--- config.mk ---
export PLATFORM = sky130hd
export DESIGN_NAME = cms_counter
export DESIGN_NICKNAME = d
export VERILOG_FILES = /design/src/rtl/cms_pkg.sv /design/src/rtl/cms_counter.sv /design/src/rtl/cms_edge_det.sv
export SDC_FILE = /design/constraint.sdc
export NUM_CORES = 1
export LEC_CHECK = 0
export BUFFER_PORTS_ARGS = -buffer_cell sky130_fd_sc_hd__buf_2
export CAP_MARGIN = 15
export CORE_MARGIN = 2
export CORE_UTILIZATION = 45
export CTS_CLUSTER_SIZE = 10
export DETAILED_ROUTE_END_ITERATION = 8
export PLACE_DENSITY_LB_ADDON = 0.12
export SYNTH_ARGS = -nofsm -noshare
export SYNTH_HDL_FRONTEND = slang
export SYNTH_SLANG_ARGS = --single-unit
--- constraint.sdc ---
create_clock -name clk_i -period 5.4 [get_ports clk_i]
set_input_delay 0.27 -clock clk_i [delete_from_list [all_inputs] [get_ports clk_i]]
set_output_delay 0.27 -clock clk_i [all_outputs]
set_load 0.02 [all_outputs]
--- src/rtl/cms_pkg.sv ---
/*
 * Package for the counter mode-select and strobe block.
 * Holds register offsets, field positions, reset values and the mode letters.
 * Assumes a 32-bit classic Wishbone slave with word-aligned registers.
 */
package cms_pkg;
    // register byte offsets
    localparam logic [7:0] CMS_OFF_MODE = 8'h00;
    localparam logic [7:0] CMS_OFF_LOAD = 8'h04;
    localparam logic [7:0] CMS_OFF_HOLD = 8'h08;
    localparam logic [7:0] CMS_OFF_COUNT = 8'h0c;
    localparam logic [7:0] CMS_OFF_CMD = 8'h10;
    localparam logic [7:0] CMS_OFF_STAT = 8'h14;
    localparam logic [7:0] CMS_OFF_IRQ_STAT = 8'h18;
    localparam logic [7:0] CMS_OFF_IRQ_MASK = 8'h1c;
    // mode register field positions
    localparam int CMS_GATE_LSB = 13;
    localparam int CMS_LOW_LSB = 5;
    localparam int CMS_REP_BIT = 5;
    // command register bits
    localparam int CMS_CMD_ARM = 0;
    localparam int CMS_CMD_DISARM = 1;
    localparam int CMS_CMD_LOAD = 2;
    // interrupt status bits
    localparam int CMS_IRQ_TC = 0;
    localparam int CMS_IRQ_DISARM = 1;
    localparam int CMS_IRQ_GATE = 2;
    localparam int CMS_IRQ_W = 3;
    // reset values and the unit count step
    localparam logic [15:0] CMS_MODE_RST = 16'h0000;
    localparam logic [15:0] CMS_LOAD_RST = 16'h0000;
    localparam logic [15:0] CMS_HOLD_RST = 16'h0000;
    localparam logic [15:0] CMS_COUNT_RST = 16'h0000;
    localparam logic [15:0] CMS_CNT_ONE = 16'h0001;
    localparam logic [2:0] CMS_IRQ_RST = 3'h0;
    // gate-control encodings of interest
    localparam logic [2:0] CMS_GATE_NONE = 3'h0;
    // mode letters, index = three times the low field plus gate class
    typedef enum logic [4:0] {
        CMS_MODE_A, CMS_MODE_B, CMS_MODE_C, CMS_MODE_D, CMS_MODE_E, CMS_MODE_F,
        CMS_MODE_G, CMS_MODE_H, CMS_MODE_I, CMS_MODE_J, CMS_MODE_K, CMS_MODE_L,
        CMS_MODE_M, CMS_MODE_N, CMS_MODE_O, CMS_MODE_P, CMS_MODE_Q, CMS_MODE_R,
        CMS_MODE_S, CMS_MODE_T, CMS_MODE_U, CMS_MODE_V, CMS_MODE_W, CMS_MODE_X
    } cms_mode_t;
endpackage

--- src/rtl/cms_counter.sv ---
/*
 * One counter of a multi-counter timing controller: mode decode, arming,
 * terminal-count sequencing, load/hold reloads and gate capture.
 * Assumes a classic Wishbone master and source/gate synchronous to clk_i.
 */
`timescale 1ns/10ps
// Function
// - mode letter comes from the gate-control field and low mode field
// - letters M, P, T, U, W are reserved; host must avoid them
// - repetition bit clear disarms at terminal count; set keeps counting
// - only modes N, O, Q, R retrigger from the gate edge
// - only rising source and gate edges act
// - terminal-count state always counts next source edge; stops wait for it
// - mode A ignores gate and counts only after an arm command
// - mode A reloads from Load and disarms at every terminal count
// - listed modes reload from Load with gate low, Hold with gate high
// - listed modes capture count to Hold on gate edge then reload Load
// - capture mode copies count to Hold on gate edge, counting continues
module cms_counter
    import cms_pkg::*;
(
    input wire logic clk_i,
    input wire logic rst_i,
    input wire logic cyc_i,
    input wire logic stb_i,
    input wire logic we_i,
    input wire logic [7:0] adr_i,
    input wire logic [3:0] sel_i,
    input wire logic [31:0] dat_i,
    output logic [31:0] dat_o,
    output logic ack_o,
    input wire logic source_i,
    input wire logic gate_i,
    output logic terminal_count_o,
    output logic armed_o,
    output logic irq_o
);
    logic [15:0] mode_reg, mode_next;
    logic [15:0] load_reg, load_next;
    logic [15:0] hold_reg, hold_next;
    logic [15:0] count_reg, count_next;
    logic armed_reg, armed_next;
    logic tc_reg, tc_next;
    logic [CMS_IRQ_W-1:0] ista_reg, ista_next;
    logic [CMS_IRQ_W-1:0] imask_reg, imask_next;
    logic [31:0] rdat_reg, rdat_next;
    logic ack_reg, ack_next;
    logic src_rise, gate_rise, gate_lvl;
    logic [2:0] gate_field;
    logic [2:0] low_field;
    logic repetition_bit;
    cms_mode_t mode;
    logic retrig_mode, capture_mode, gate_sel_mode, cap_reload_mode;
    logic wr, rd, cmd_wr;
    logic [CMS_IRQ_W-1:0] ev;
    logic count_en;

    cms_edge_det u_src (
        .clk_i(clk_i),
        .rst_i(rst_i),
        .sig_i(source_i),
        .rise_o(src_rise),
        .level_o()
    );

    cms_edge_det u_gate (
        .clk_i(clk_i),
        .rst_i(rst_i),
        .sig_i(gate_i),
        .rise_o(gate_rise),
        .level_o(gate_lvl)
    );

    // mode decode from the two fields
    assign gate_field = mode_reg[CMS_GATE_LSB +: 3];
    assign low_field = mode_reg[CMS_LOW_LSB +: 3];
    assign repetition_bit = mode_reg[CMS_REP_BIT];

    always_comb
    begin
        mode = CMS_MODE_A;
        // gate class: none, level (gate field 1..5), edge (6,7)
        case (gate_field == CMS_GATE_NONE ? 2'd0 : (gate_field[2:1] == 2'b11 ? 2'd2 : 2'd1))
            2'd0: mode = cms_mode_t'({low_field[2:0], 2'b00} - {2'b00, low_field[2:0]});
            2'd1: mode = cms_mode_t'({low_field[2:0], 2'b00} - {2'b00, low_field[2:0]} + 5'd1);
            2'd2: mode = cms_mode_t'({low_field[2:0], 2'b00} - {2'b00, low_field[2:0]} + 5'd2);
            default: mode = CMS_MODE_A;
        endcase
    end

    // option groups; reserved letters fall into no group
    assign retrig_mode = (mode == CMS_MODE_N) || (mode == CMS_MODE_O) ||
                         (mode == CMS_MODE_Q) || (mode == CMS_MODE_R);
    assign gate_sel_mode = (mode == CMS_MODE_S) || (mode == CMS_MODE_V);
    assign cap_reload_mode = retrig_mode;
    assign capture_mode = (mode == CMS_MODE_X);

    // counting is allowed when armed and gate rules permit, always in terminal count
    always_comb
    begin
        count_en = 1'b0;
        if (src_rise)
        begin
            if (tc_reg)
            begin
                count_en = 1'b1;
            end
            else if (armed_reg)
            begin
                // mode A and other gate-none modes ignore the gate
                if (gate_field == CMS_GATE_NONE || gate_sel_mode)
                begin
                    count_en = 1'b1;
                end
                else
                begin
                    count_en = gate_lvl;
                end
            end
        end
    end

    // bus decode: reads are taken on the first edge, writes land on the edge that samples ack high
    assign wr = cyc_i & stb_i & we_i & ack_reg;
    assign rd = cyc_i & stb_i & ~we_i & ~ack_reg;
    assign cmd_wr = wr && adr_i == CMS_OFF_CMD && sel_i[0];

    // counter, armed flag, hold and terminal-count sequencing
    always_comb
    begin
        count_next = count_reg;
        hold_next = hold_reg;
        armed_next = armed_reg;
        tc_next = tc_reg;
        ev = '0;
        if (count_en)
        begin
            if (tc_reg)
            begin
                // leaving terminal count: apply reload and due disarm now
                tc_next = 1'b0;
                if (gate_sel_mode && gate_lvl)
                begin
                    count_next = hold_reg;
                end
                else
                begin
                    count_next = load_reg;
                end
                if (!repetition_bit)
                begin
                    armed_next = 1'b0;
                    ev[CMS_IRQ_DISARM] = 1'b1;
                end
            end
            else if (count_reg == CMS_CNT_ONE)
            begin
                count_next = count_reg - CMS_CNT_ONE;
                tc_next = 1'b1;
                ev[CMS_IRQ_TC] = 1'b1;
            end
            else
            begin
                count_next = count_reg - CMS_CNT_ONE;
            end
        end
        if (gate_rise && armed_reg && (cap_reload_mode || capture_mode))
        begin
            hold_next = count_reg;
            ev[CMS_IRQ_GATE] = 1'b1;
            if (cap_reload_mode)
            begin
                count_next = load_reg;
                tc_next = 1'b0;
            end
        end
        if (cmd_wr && dat_i[CMS_CMD_LOAD])
        begin
            count_next = load_reg;
            tc_next = 1'b0;
        end
        if (cmd_wr && dat_i[CMS_CMD_DISARM])
        begin
            armed_next = 1'b0;
        end
        if (cmd_wr && dat_i[CMS_CMD_ARM])
        begin
            armed_next = 1'b1;
        end
        if (wr && adr_i == CMS_OFF_HOLD)
        begin
            hold_next = dat_i[15:0];
        end
    end

    // software-written registers and interrupt status
    always_comb
    begin
        mode_next = mode_reg;
        load_next = load_reg;
        imask_next = imask_reg;
        ista_next = ista_reg;
        if (wr && adr_i == CMS_OFF_MODE)
        begin
            mode_next = dat_i[15:0];
        end
        if (wr && adr_i == CMS_OFF_LOAD)
        begin
            load_next = dat_i[15:0];
        end
        if (wr && adr_i == CMS_OFF_IRQ_MASK)
        begin
            imask_next = dat_i[CMS_IRQ_W-1:0];
        end
        if (wr && adr_i == CMS_OFF_IRQ_STAT)
        begin
            ista_next = ista_reg & ~dat_i[CMS_IRQ_W-1:0];
        end
        ista_next = ista_next | ev; // set wins over clear
    end

    // read mux and single-cycle ack
    always_comb
    begin
        ack_next = cyc_i & stb_i & ~ack_reg;
        rdat_next = rdat_reg;
        if (rd)
        begin
            case (adr_i)
                CMS_OFF_MODE: rdat_next = {16'h0000, mode_reg};
                CMS_OFF_LOAD: rdat_next = {16'h0000, load_reg};
                CMS_OFF_HOLD: rdat_next = {16'h0000, hold_reg};
                CMS_OFF_COUNT: rdat_next = {16'h0000, count_reg};
                CMS_OFF_STAT: rdat_next = {30'h00000000, tc_reg, armed_reg};
                CMS_OFF_IRQ_STAT: rdat_next = {29'h0, ista_reg};
                CMS_OFF_IRQ_MASK: rdat_next = {29'h0, imask_reg};
                default: rdat_next = 32'h00000000;
            endcase
        end
    end

    // state registers
    always_ff @(posedge clk_i)
    begin
        if (rst_i)
        begin
            mode_reg <= CMS_MODE_RST;
            load_reg <= CMS_LOAD_RST;
            hold_reg <= CMS_HOLD_RST;
            count_reg <= CMS_COUNT_RST;
            armed_reg <= 1'b0;
            tc_reg <= 1'b0;
            ista_reg <= CMS_IRQ_RST;
            imask_reg <= CMS_IRQ_RST;
            rdat_reg <= 32'h00000000;
            ack_reg <= 1'b0;
        end
        else
        begin
            mode_reg <= mode_next;
            load_reg <= load_next;
            hold_reg <= hold_next;
            count_reg <= count_next;
            armed_reg <= armed_next;
            tc_reg <= tc_next;
            ista_reg <= ista_next;
            imask_reg <= imask_next;
            rdat_reg <= rdat_next;
            ack_reg <= ack_next;
        end
    end

    assign dat_o = rdat_reg;
    assign ack_o = ack_reg;
    assign terminal_count_o = tc_reg;
    assign armed_o = armed_reg;
    assign irq_o = |(ista_reg & imask_reg);

    // assertions
    a_tc_always_counts: assert property (@(posedge clk_i) disable iff (rst_i)
        tc_reg && src_rise |=> !tc_reg)
        else $error("terminal count not left on source edge");
    a_no_count_disarmed: assert property (@(posedge clk_i) disable iff (rst_i)
        !armed_reg && !tc_reg && !cmd_wr && !gate_rise |=> $stable(count_reg))
        else $error("count moved while disarmed");
    a_oneshot_disarm: assert property (@(posedge clk_i) disable iff (rst_i)
        tc_reg && src_rise && !repetition_bit && !cmd_wr |=> !armed_reg)
        else $error("no disarm after terminal count");
    a_repeat_keeps_armed: assert property (@(posedge clk_i) disable iff (rst_i)
        armed_reg && tc_reg && src_rise && repetition_bit && !cmd_wr |=> armed_reg)
        else $error("repetitive mode disarmed");
    a_mode_a_reload: assert property (@(posedge clk_i) disable iff (rst_i)
        mode == CMS_MODE_A && tc_reg && src_rise && !cmd_wr && !wr |=> count_reg == $past(load_reg))
        else $error("mode a did not reload from load");
    a_fall_no_count: assert property (@(posedge clk_i) disable iff (rst_i)
        !src_rise && !gate_rise && !cmd_wr |=> $stable(count_reg))
        else $error("count moved without rising edge");
    a_gate_sel_hold: assert property (@(posedge clk_i) disable iff (rst_i)
        gate_sel_mode && tc_reg && src_rise && gate_lvl && !cmd_wr |=> count_reg == $past(hold_reg))
        else $error("hold not used with gate high");
    a_capture_hold: assert property (@(posedge clk_i) disable iff (rst_i)
        capture_mode && armed_reg && gate_rise && !wr |=> hold_reg == $past(count_reg))
        else $error("count not captured to hold");
    a_retrig_reload: assert property (@(posedge clk_i) disable iff (rst_i)
        cap_reload_mode && armed_reg && gate_rise && !cmd_wr |=> count_reg == $past(load_reg))
        else $error("retrigger did not reload");
    a_arm_sets: assert property (@(posedge clk_i) disable iff (rst_i)
        cmd_wr && dat_i[CMS_CMD_ARM] |=> armed_reg)
        else $error("arm command not taken");
endmodule

--- src/rtl/cms_edge_det.sv ---
/*
 * Active-going edge detector for the source and gate inputs.
 * Assumes inputs already synchronous to clk_i and active high.
 */
`timescale 1ns/10ps
module cms_edge_det
    import cms_pkg::*;
(
    input wire logic clk_i,
    input wire logic rst_i,
    input wire logic sig_i,
    output logic rise_o,
    output logic level_o
);
    logic prev_reg;
    logic prev_next;

    // next value of the delayed copy
    always_comb
    begin
        prev_next = sig_i;
    end

    // register the delayed copy
    always_ff @(posedge clk_i)
    begin
        if (rst_i)
        begin
            prev_reg <= 1'b0;
        end
        else
        begin
            prev_reg <= prev_next;
        end
    end

    // only low-to-high transitions count, falling edges are dropped
    assign rise_o = sig_i & ~prev_reg;
    assign level_o = sig_i;
endmodule

After elaboration in Yosys (flattened, before gate mapping)
Index checks and enable logic that the tools add are counted.

Register bits after elaboration: 107. Input port bits: 51.

Muxes and demuxes: 31. Add/subtract/negate cells: 4. Reduce and logical (&&, ||, !) cells: 28. Equality and inequality tests: 19. Bitwise operators: 16.

Operators by type and width (count): two-way mux 16 bit (8); case mux 16 bit (7 select lines) (1); equality test 8 x 5 -> 1 bit, second input constant (4); equality test 5 bit, second input constant (5); two-way mux 1 bit (17); equality test 16 x 1 -> 1 bit, second input constant (1); equality test 8 x 4 -> 1 bit, second input constant (2); subtractor 16 x 1 -> 16 bit, second input constant (1); case mux 5 bit (3 select lines) (1); logical AND 1 bit (13); equality test 5 x 4 -> 1 bit, second input constant (2); AND 1 bit (8); equality test 8 x 3 -> 1 bit, second input constant (1); logical NOT 8 bit (1); AND 3 bit (2); logical OR 1 bit (6); two-way mux 2 bit (3); nonzero test 3 bit (2); adder 5 x 1 -> 5 bit, second input constant (1); adder 5 x 2 -> 5 bit, second input constant (1); subtractor 5 x 3 -> 5 bit (1); equality test 2 bit, second input constant (2); inverter 1 bit (4); logical NOT 3 bit (1); other kinds (10) (10).

Logic depth before layout (Yosys ltp)
Word-level depth: 16. Gate-level depth with buffers: 14. Gate-level depth less buffers: 11.

Hierarchy
Synthesis repeated with hierarchy kept, for this count alone.

Cell total of the unflattened synthesis: 662. Area total of the unflattened synthesis: 5355.1 um2.

By module, submodules not included: cms_counter (times used 1, cells an instance 654, area each 5245.0 um2); cms_edge_det (times used 2, cells an instance 4, area each 55.1 um2).

Least setup slack after synthesis
OpenSTA, ideal clock, no wires.

Kind: reg-to-reg. Start point: register mode_reg[5]. End point: register count_reg[12]. Buffers on the path: 2. Period minus slack after synthesis: 3.160 ns. Slack: 2.240 ns. Cell stages (with the launch flop): 14. Arrival: 3.069 ns. Cells stage by stage: dfxtp_1 > buf_2 > inv_2 > ha_1 > xor2_2 > ha_1 > a22oi_1 > o31a_1 > mux2i_4 > nand4_4 > buf_6 > mux2i_1 > a211o_1 > a311oi_1.

Word-level cells in the longest chain between the ends: 14. Elaborated cells between the ends (all ways): 29.

RTL lines: start, declared (RTL line cms_counter.sv:38) `logic [15:0] mode_reg, mode_next;`; start signal, assigned (RTL line cms_counter.sv:260) `mode_reg <= mode_next;`; subtractor 5 x 3 -> 5 bit * (RTL line cms_counter.sv:84, cms_counter.sv:85, cms_counter.sv:86); adder 5 x 2 -> 5 bit / adder 5 x 1 -> 5 bit (equally long branches) (RTL line cms_counter.sv:86, cms_counter.sv:85); case mux 5 bit (3 select lines) * (RTL line cms_counter.sv:83) `case (gate_field == CMS_GATE_NONE ? 2'd0 : (gate_field[2:1] == 2'b11 ? 2'd2 : 2'd1))`; equality test 5 bit (RTL line cms_counter.sv:94) `assign gate_sel_mode = (mode == CMS_MODE_S) || (mode == CMS_MODE_V);`; logical OR 1 bit (RTL line cms_counter.sv:94); logical OR 1 bit (RTL line cms_counter.sv:111) `if (gate_field == CMS_GATE_NONE || gate_sel_mode)`; two-way mux 1 bit (RTL line cms_counter.sv:111); two-way mux 1 bit (RTL line cms_counter.sv:108) `else if (armed_reg)`; two-way mux 1 bit (RTL line cms_counter.sv:104) `if (tc_reg)`; two-way mux 1 bit (RTL line cms_counter.sv:102) `if (src_rise)`; two-way mux 16 bit (RTL line cms_counter.sv:136) `if (count_en)`; two-way mux 16 bit (RTL line cms_counter.sv:171) `if (cap_reload_mode)`; two-way mux 16 bit * (RTL line cms_counter.sv:167) `if (gate_rise && armed_reg && (cap_reload_mode || capture_mode))`; two-way mux 16 bit * (RTL line cms_counter.sv:177) `if (cmd_wr && dat_i[CMS_CMD_LOAD])`; end signal, assigned (RTL line cms_counter.sv:263) `count_reg <= count_next;`; end, declared (RTL line cms_counter.sv:41) `logic [15:0] count_reg, count_next;`.

Mark *: on every way between the ends. The rest lies on a longest branch, timed or not. A chain may end at the register's enable or synchronous reset.

Worst setup path after layout
Start point: register mode_reg[5]. End point: register ista_reg[0].

Word-level cells in the longest chain between the ends: 12. Elaborated cells between the ends (all ways): 14.

RTL lines: subtractor 5 x 3 -> 5 bit * (RTL line cms_counter.sv:84, cms_counter.sv:85, cms_counter.sv:86); adder 5 x 2 -> 5 bit / adder 5 x 1 -> 5 bit (equally long branches) (RTL line cms_counter.sv:86, cms_counter.sv:85); case mux 5 bit (3 select lines) * (RTL line cms_counter.sv:83); equality test 5 bit (RTL line cms_counter.sv:94); logical OR 1 bit * (RTL line cms_counter.sv:94); logical OR 1 bit * (RTL line cms_counter.sv:111); two-way mux 1 bit * (RTL line cms_counter.sv:111); two-way mux 1 bit * (RTL line cms_counter.sv:108); two-way mux 1 bit * (RTL line cms_counter.sv:104); two-way mux 1 bit * (RTL line cms_counter.sv:102); two-way mux 2 bit * (RTL line cms_counter.sv:136); bitwise OR 3 bit * (RTL line cms_counter.sv:219) `ista_next = ista_next | ev;`; end signal, assigned (RTL line cms_counter.sv:266) `ista_reg <= ista_next;`; end, declared (RTL line cms_counter.sv:44) `logic [CMS_IRQ_W-1:0] ista_reg, ista_next;`.

Marks and branches as above.

==> impl_metrics.csv <==
group,metric,value,unit
floorplanning,initial_core_util,46.1,%
synthesis,ys_ff_latch,91,
hold_path,hp-class,"primary input to register",
floorplanning,coreArea,11500,um2
clocking,holdBufCountCts,0,
pwr,power.density,238,nW/um2
clocking,clk_latency,350,ps
drt,drtIter0Drc,316,
setup_path,cp_top_family,"compound AO/OA/AOI/OAI gates",
layout,finalInstanceArea,5780,um2
clocking,cts_tree,"built",
global_route,grt_max_degree,92,
synthesis,async_flop_share,0,%
synthesis,yosysUniqueCellTypes,60,
sta,layout_setup_ws,1640,ps
setup_path,crit_buf_inv,1,
pwr,vdd.ir_drop.worst,0.158,mV
clocking,cts.clk_slew.worst_paths,70,ps
synthesis,seq_area_frac_synth,34.4,%
synthesis,yosys_warnings,0,
floorplanning,dieArea,12600,um2
run_status,status,"completed",
layout,layout-drive-gt1-share,13.6,%
pwr,pwr-share-comb,4.7,%
synthesis,synthCells,661,
sta,maxSlewHeadroom,31.2,%
pwr,swShare,24.0,%
setup_path,required,5670,ps
synthesis,yosysTopAreaCell,"dfxtp_1",
sta,rsz0062_at_grt,"false",
drt,drc,0,
synthesis,synth-main-ff-cell,"dfxtp_1",
floorplanning,die_x,112,um
sta,clock_skew,5.29,ps
global_route,first_global_vias,4682,
setup_path,reg2reg_slack,1640,ps
setup_path,path_class,"register to register",
drt,routed-via-count,4920,
sta,timing.setup.tns,0,ps
clocking,cts_buffers,9,
drt,drt_wl_total,15800,um
clocking,clock_path_buffers,2,
global_route,grt_usage,25.4,%
setup_path,path_cells,"inv_2 > ha_1 > xor2_2 > ha_1 > a22oi_1 > o31a_1 > mux2i_4 > a31o_4 > o211ai_2 > nand4b_1 > a21oi_1",
layout,finalNetCount,734,
synthesis,synthTopCellsByCount,"102 x nand2_1, 91 x dfxtp_1, 68 x nor2_1",
global_route,grt_pass1_wl,25300,um
synthesis,netlist_area,5290,um2
synthesis,netlist.area_leader.share,34.4,%
synthesis,syn_area_per_cell,8.00,um2
synthesis,synth.area.top_cells,"dfxtp_1 34%, nand2_1 7.2%, mux2i_1 7.2%",
sta,max_freq,266,MHz
sta,tightest_slew,1030,ps
clocking,post_cts_buffers,0,
pwr,p_leak,0.00228,uW
floorplanning,num_rows,39,
setup_path,cp_slowest_stage_delay,590,ps
setup_path,worst-path-max-fanout,17,
clocking,clock-sinks,91,
layout,syn_to_final_growth,9.37,%
pwr,pwr-share-seq,48.8,%
sta,finalCritPeriodShare,69.7,%
sta,finalMaxSlewViolations,0,
floorplanning,io_pins,87,
drt,wire_per_inst,19.1,um
synthesis,yosysMostFrequentCell,"nand2_1",
pwr,p_sw,330,uW
global_route,grt_overflow,0,
drt,viasPerCell,5.96,
place,port_buffers,51,
layout,diodes,0,
setup_path,cp_slowest_cell,"dfxtp_1",
setup_path,cpMostUsedCell,"ha_1",
sta,setup_viol,0,
sta,fin_crit,3760,ps
drt,ant_nets,0,
sta,holdWs,145,ps
pwr,internal-power,1050,uW
setup_path,cp-start-kind,"register",
place,place_hpwl,10100,um
layout,fin_util,50.4,%
global_route,antenna_found_initial,0,
sta,hold_viol_final,0,
drt,drt_pass1_iterations,5,
synthesis,synth_edf_count,0,
clocking,root_buffer,"clkbuf_16",
place,place_area,5490,um2
clocking,htree_num_levels,3,
place,dp_slack,1690,ps
place,gp_congestion,0.845,
floorplanning,die_h,112,um
clocking,cts_resized,0,
setup_path,crit_arrival,4030,ps
setup_path,cp-end-kind,"register",
job,cap_viol_max_count,0,
pwr,clkPwrFrac,46.4,%
## final timing paths
path,start,end,depth (start not counted)
setup reg to reg,mode_reg[5],ista_reg[0],11
hold reg to reg,mode_reg[2],mode_reg[2],2
hold / removal,source_i,u_src.prev_reg,2
setup / recovery,mode_reg[5],ista_reg[0],11
## metrics by stage
step           total power [uW]  std cells
2_1_floorplan               735        676
3_3_place_gp                752        809
3_5_place_dp                752        809
4_1_cts                    1380        825
5_1_grt                    1410        825
6_report                   1380        825
## logic make-up (layout without fill, tap and decap cells)
logic type / Yosys count / after routing / synth area share (%)
AO/OA/AOI/OAI: 193 / 193 / 25.0
XOR/XNOR: 19 / 19 / 3.29
adder cells (fa/ha/maj): 6 / 6 / 1.42
buffers and inverters: 79 / 85 / 7.62
flip-flops: 91 / 91 / 34.4
multiplexers: 42 / 42 / 8.26
other: 1 / 16 / 0.0709
AND/OR/NAND/NOR: 230 / 230 / 19.9
## per-layer routing
metal	routed length, um	global-route usage (%)
met5	0	0
met1	7150	34.9
met2	7250	40.3
met3	952	3.89
met4	425	10.0
## power groups by stage
stage               clock network, uW  registers, uW  logic [uW]
floorplan                           0            688        46.7
global placement                    0            688        64.2
detailed placement                  0            688        64.5
CTS                               644            672        64.5
global route                      669            672        69.8
finish                            639            672        65.2
## area by class of cell
cell class / count / area, um2
clock inverter: 6 / 65.1
clock buffer: 10 / 229
inverter: 10 / 37.5
tap: 143 / 179
fill: 1107 / 5680
sequential: 91 / 1820
timing repair buffer: 59 / 315
multi-input combinational: 506 / 3140
## layout by cell type, fill, tap and decap left out, types with 14 or more instances in the layout
master    Yosys  final
a21oi_1      58     58
nor2_1       68     68
a311oi_1     14     14
o21ai_0      18     18
conb_1        1     16
a211oi_1     18     18
a22oi_1      46     45
buf_2         7     51
nand2_1     102    102
a211o_1      18     18
mux2i_1      38     38
dfxtp_1      91     91
No activity file was read; power rests on OpenSTA's default activity.
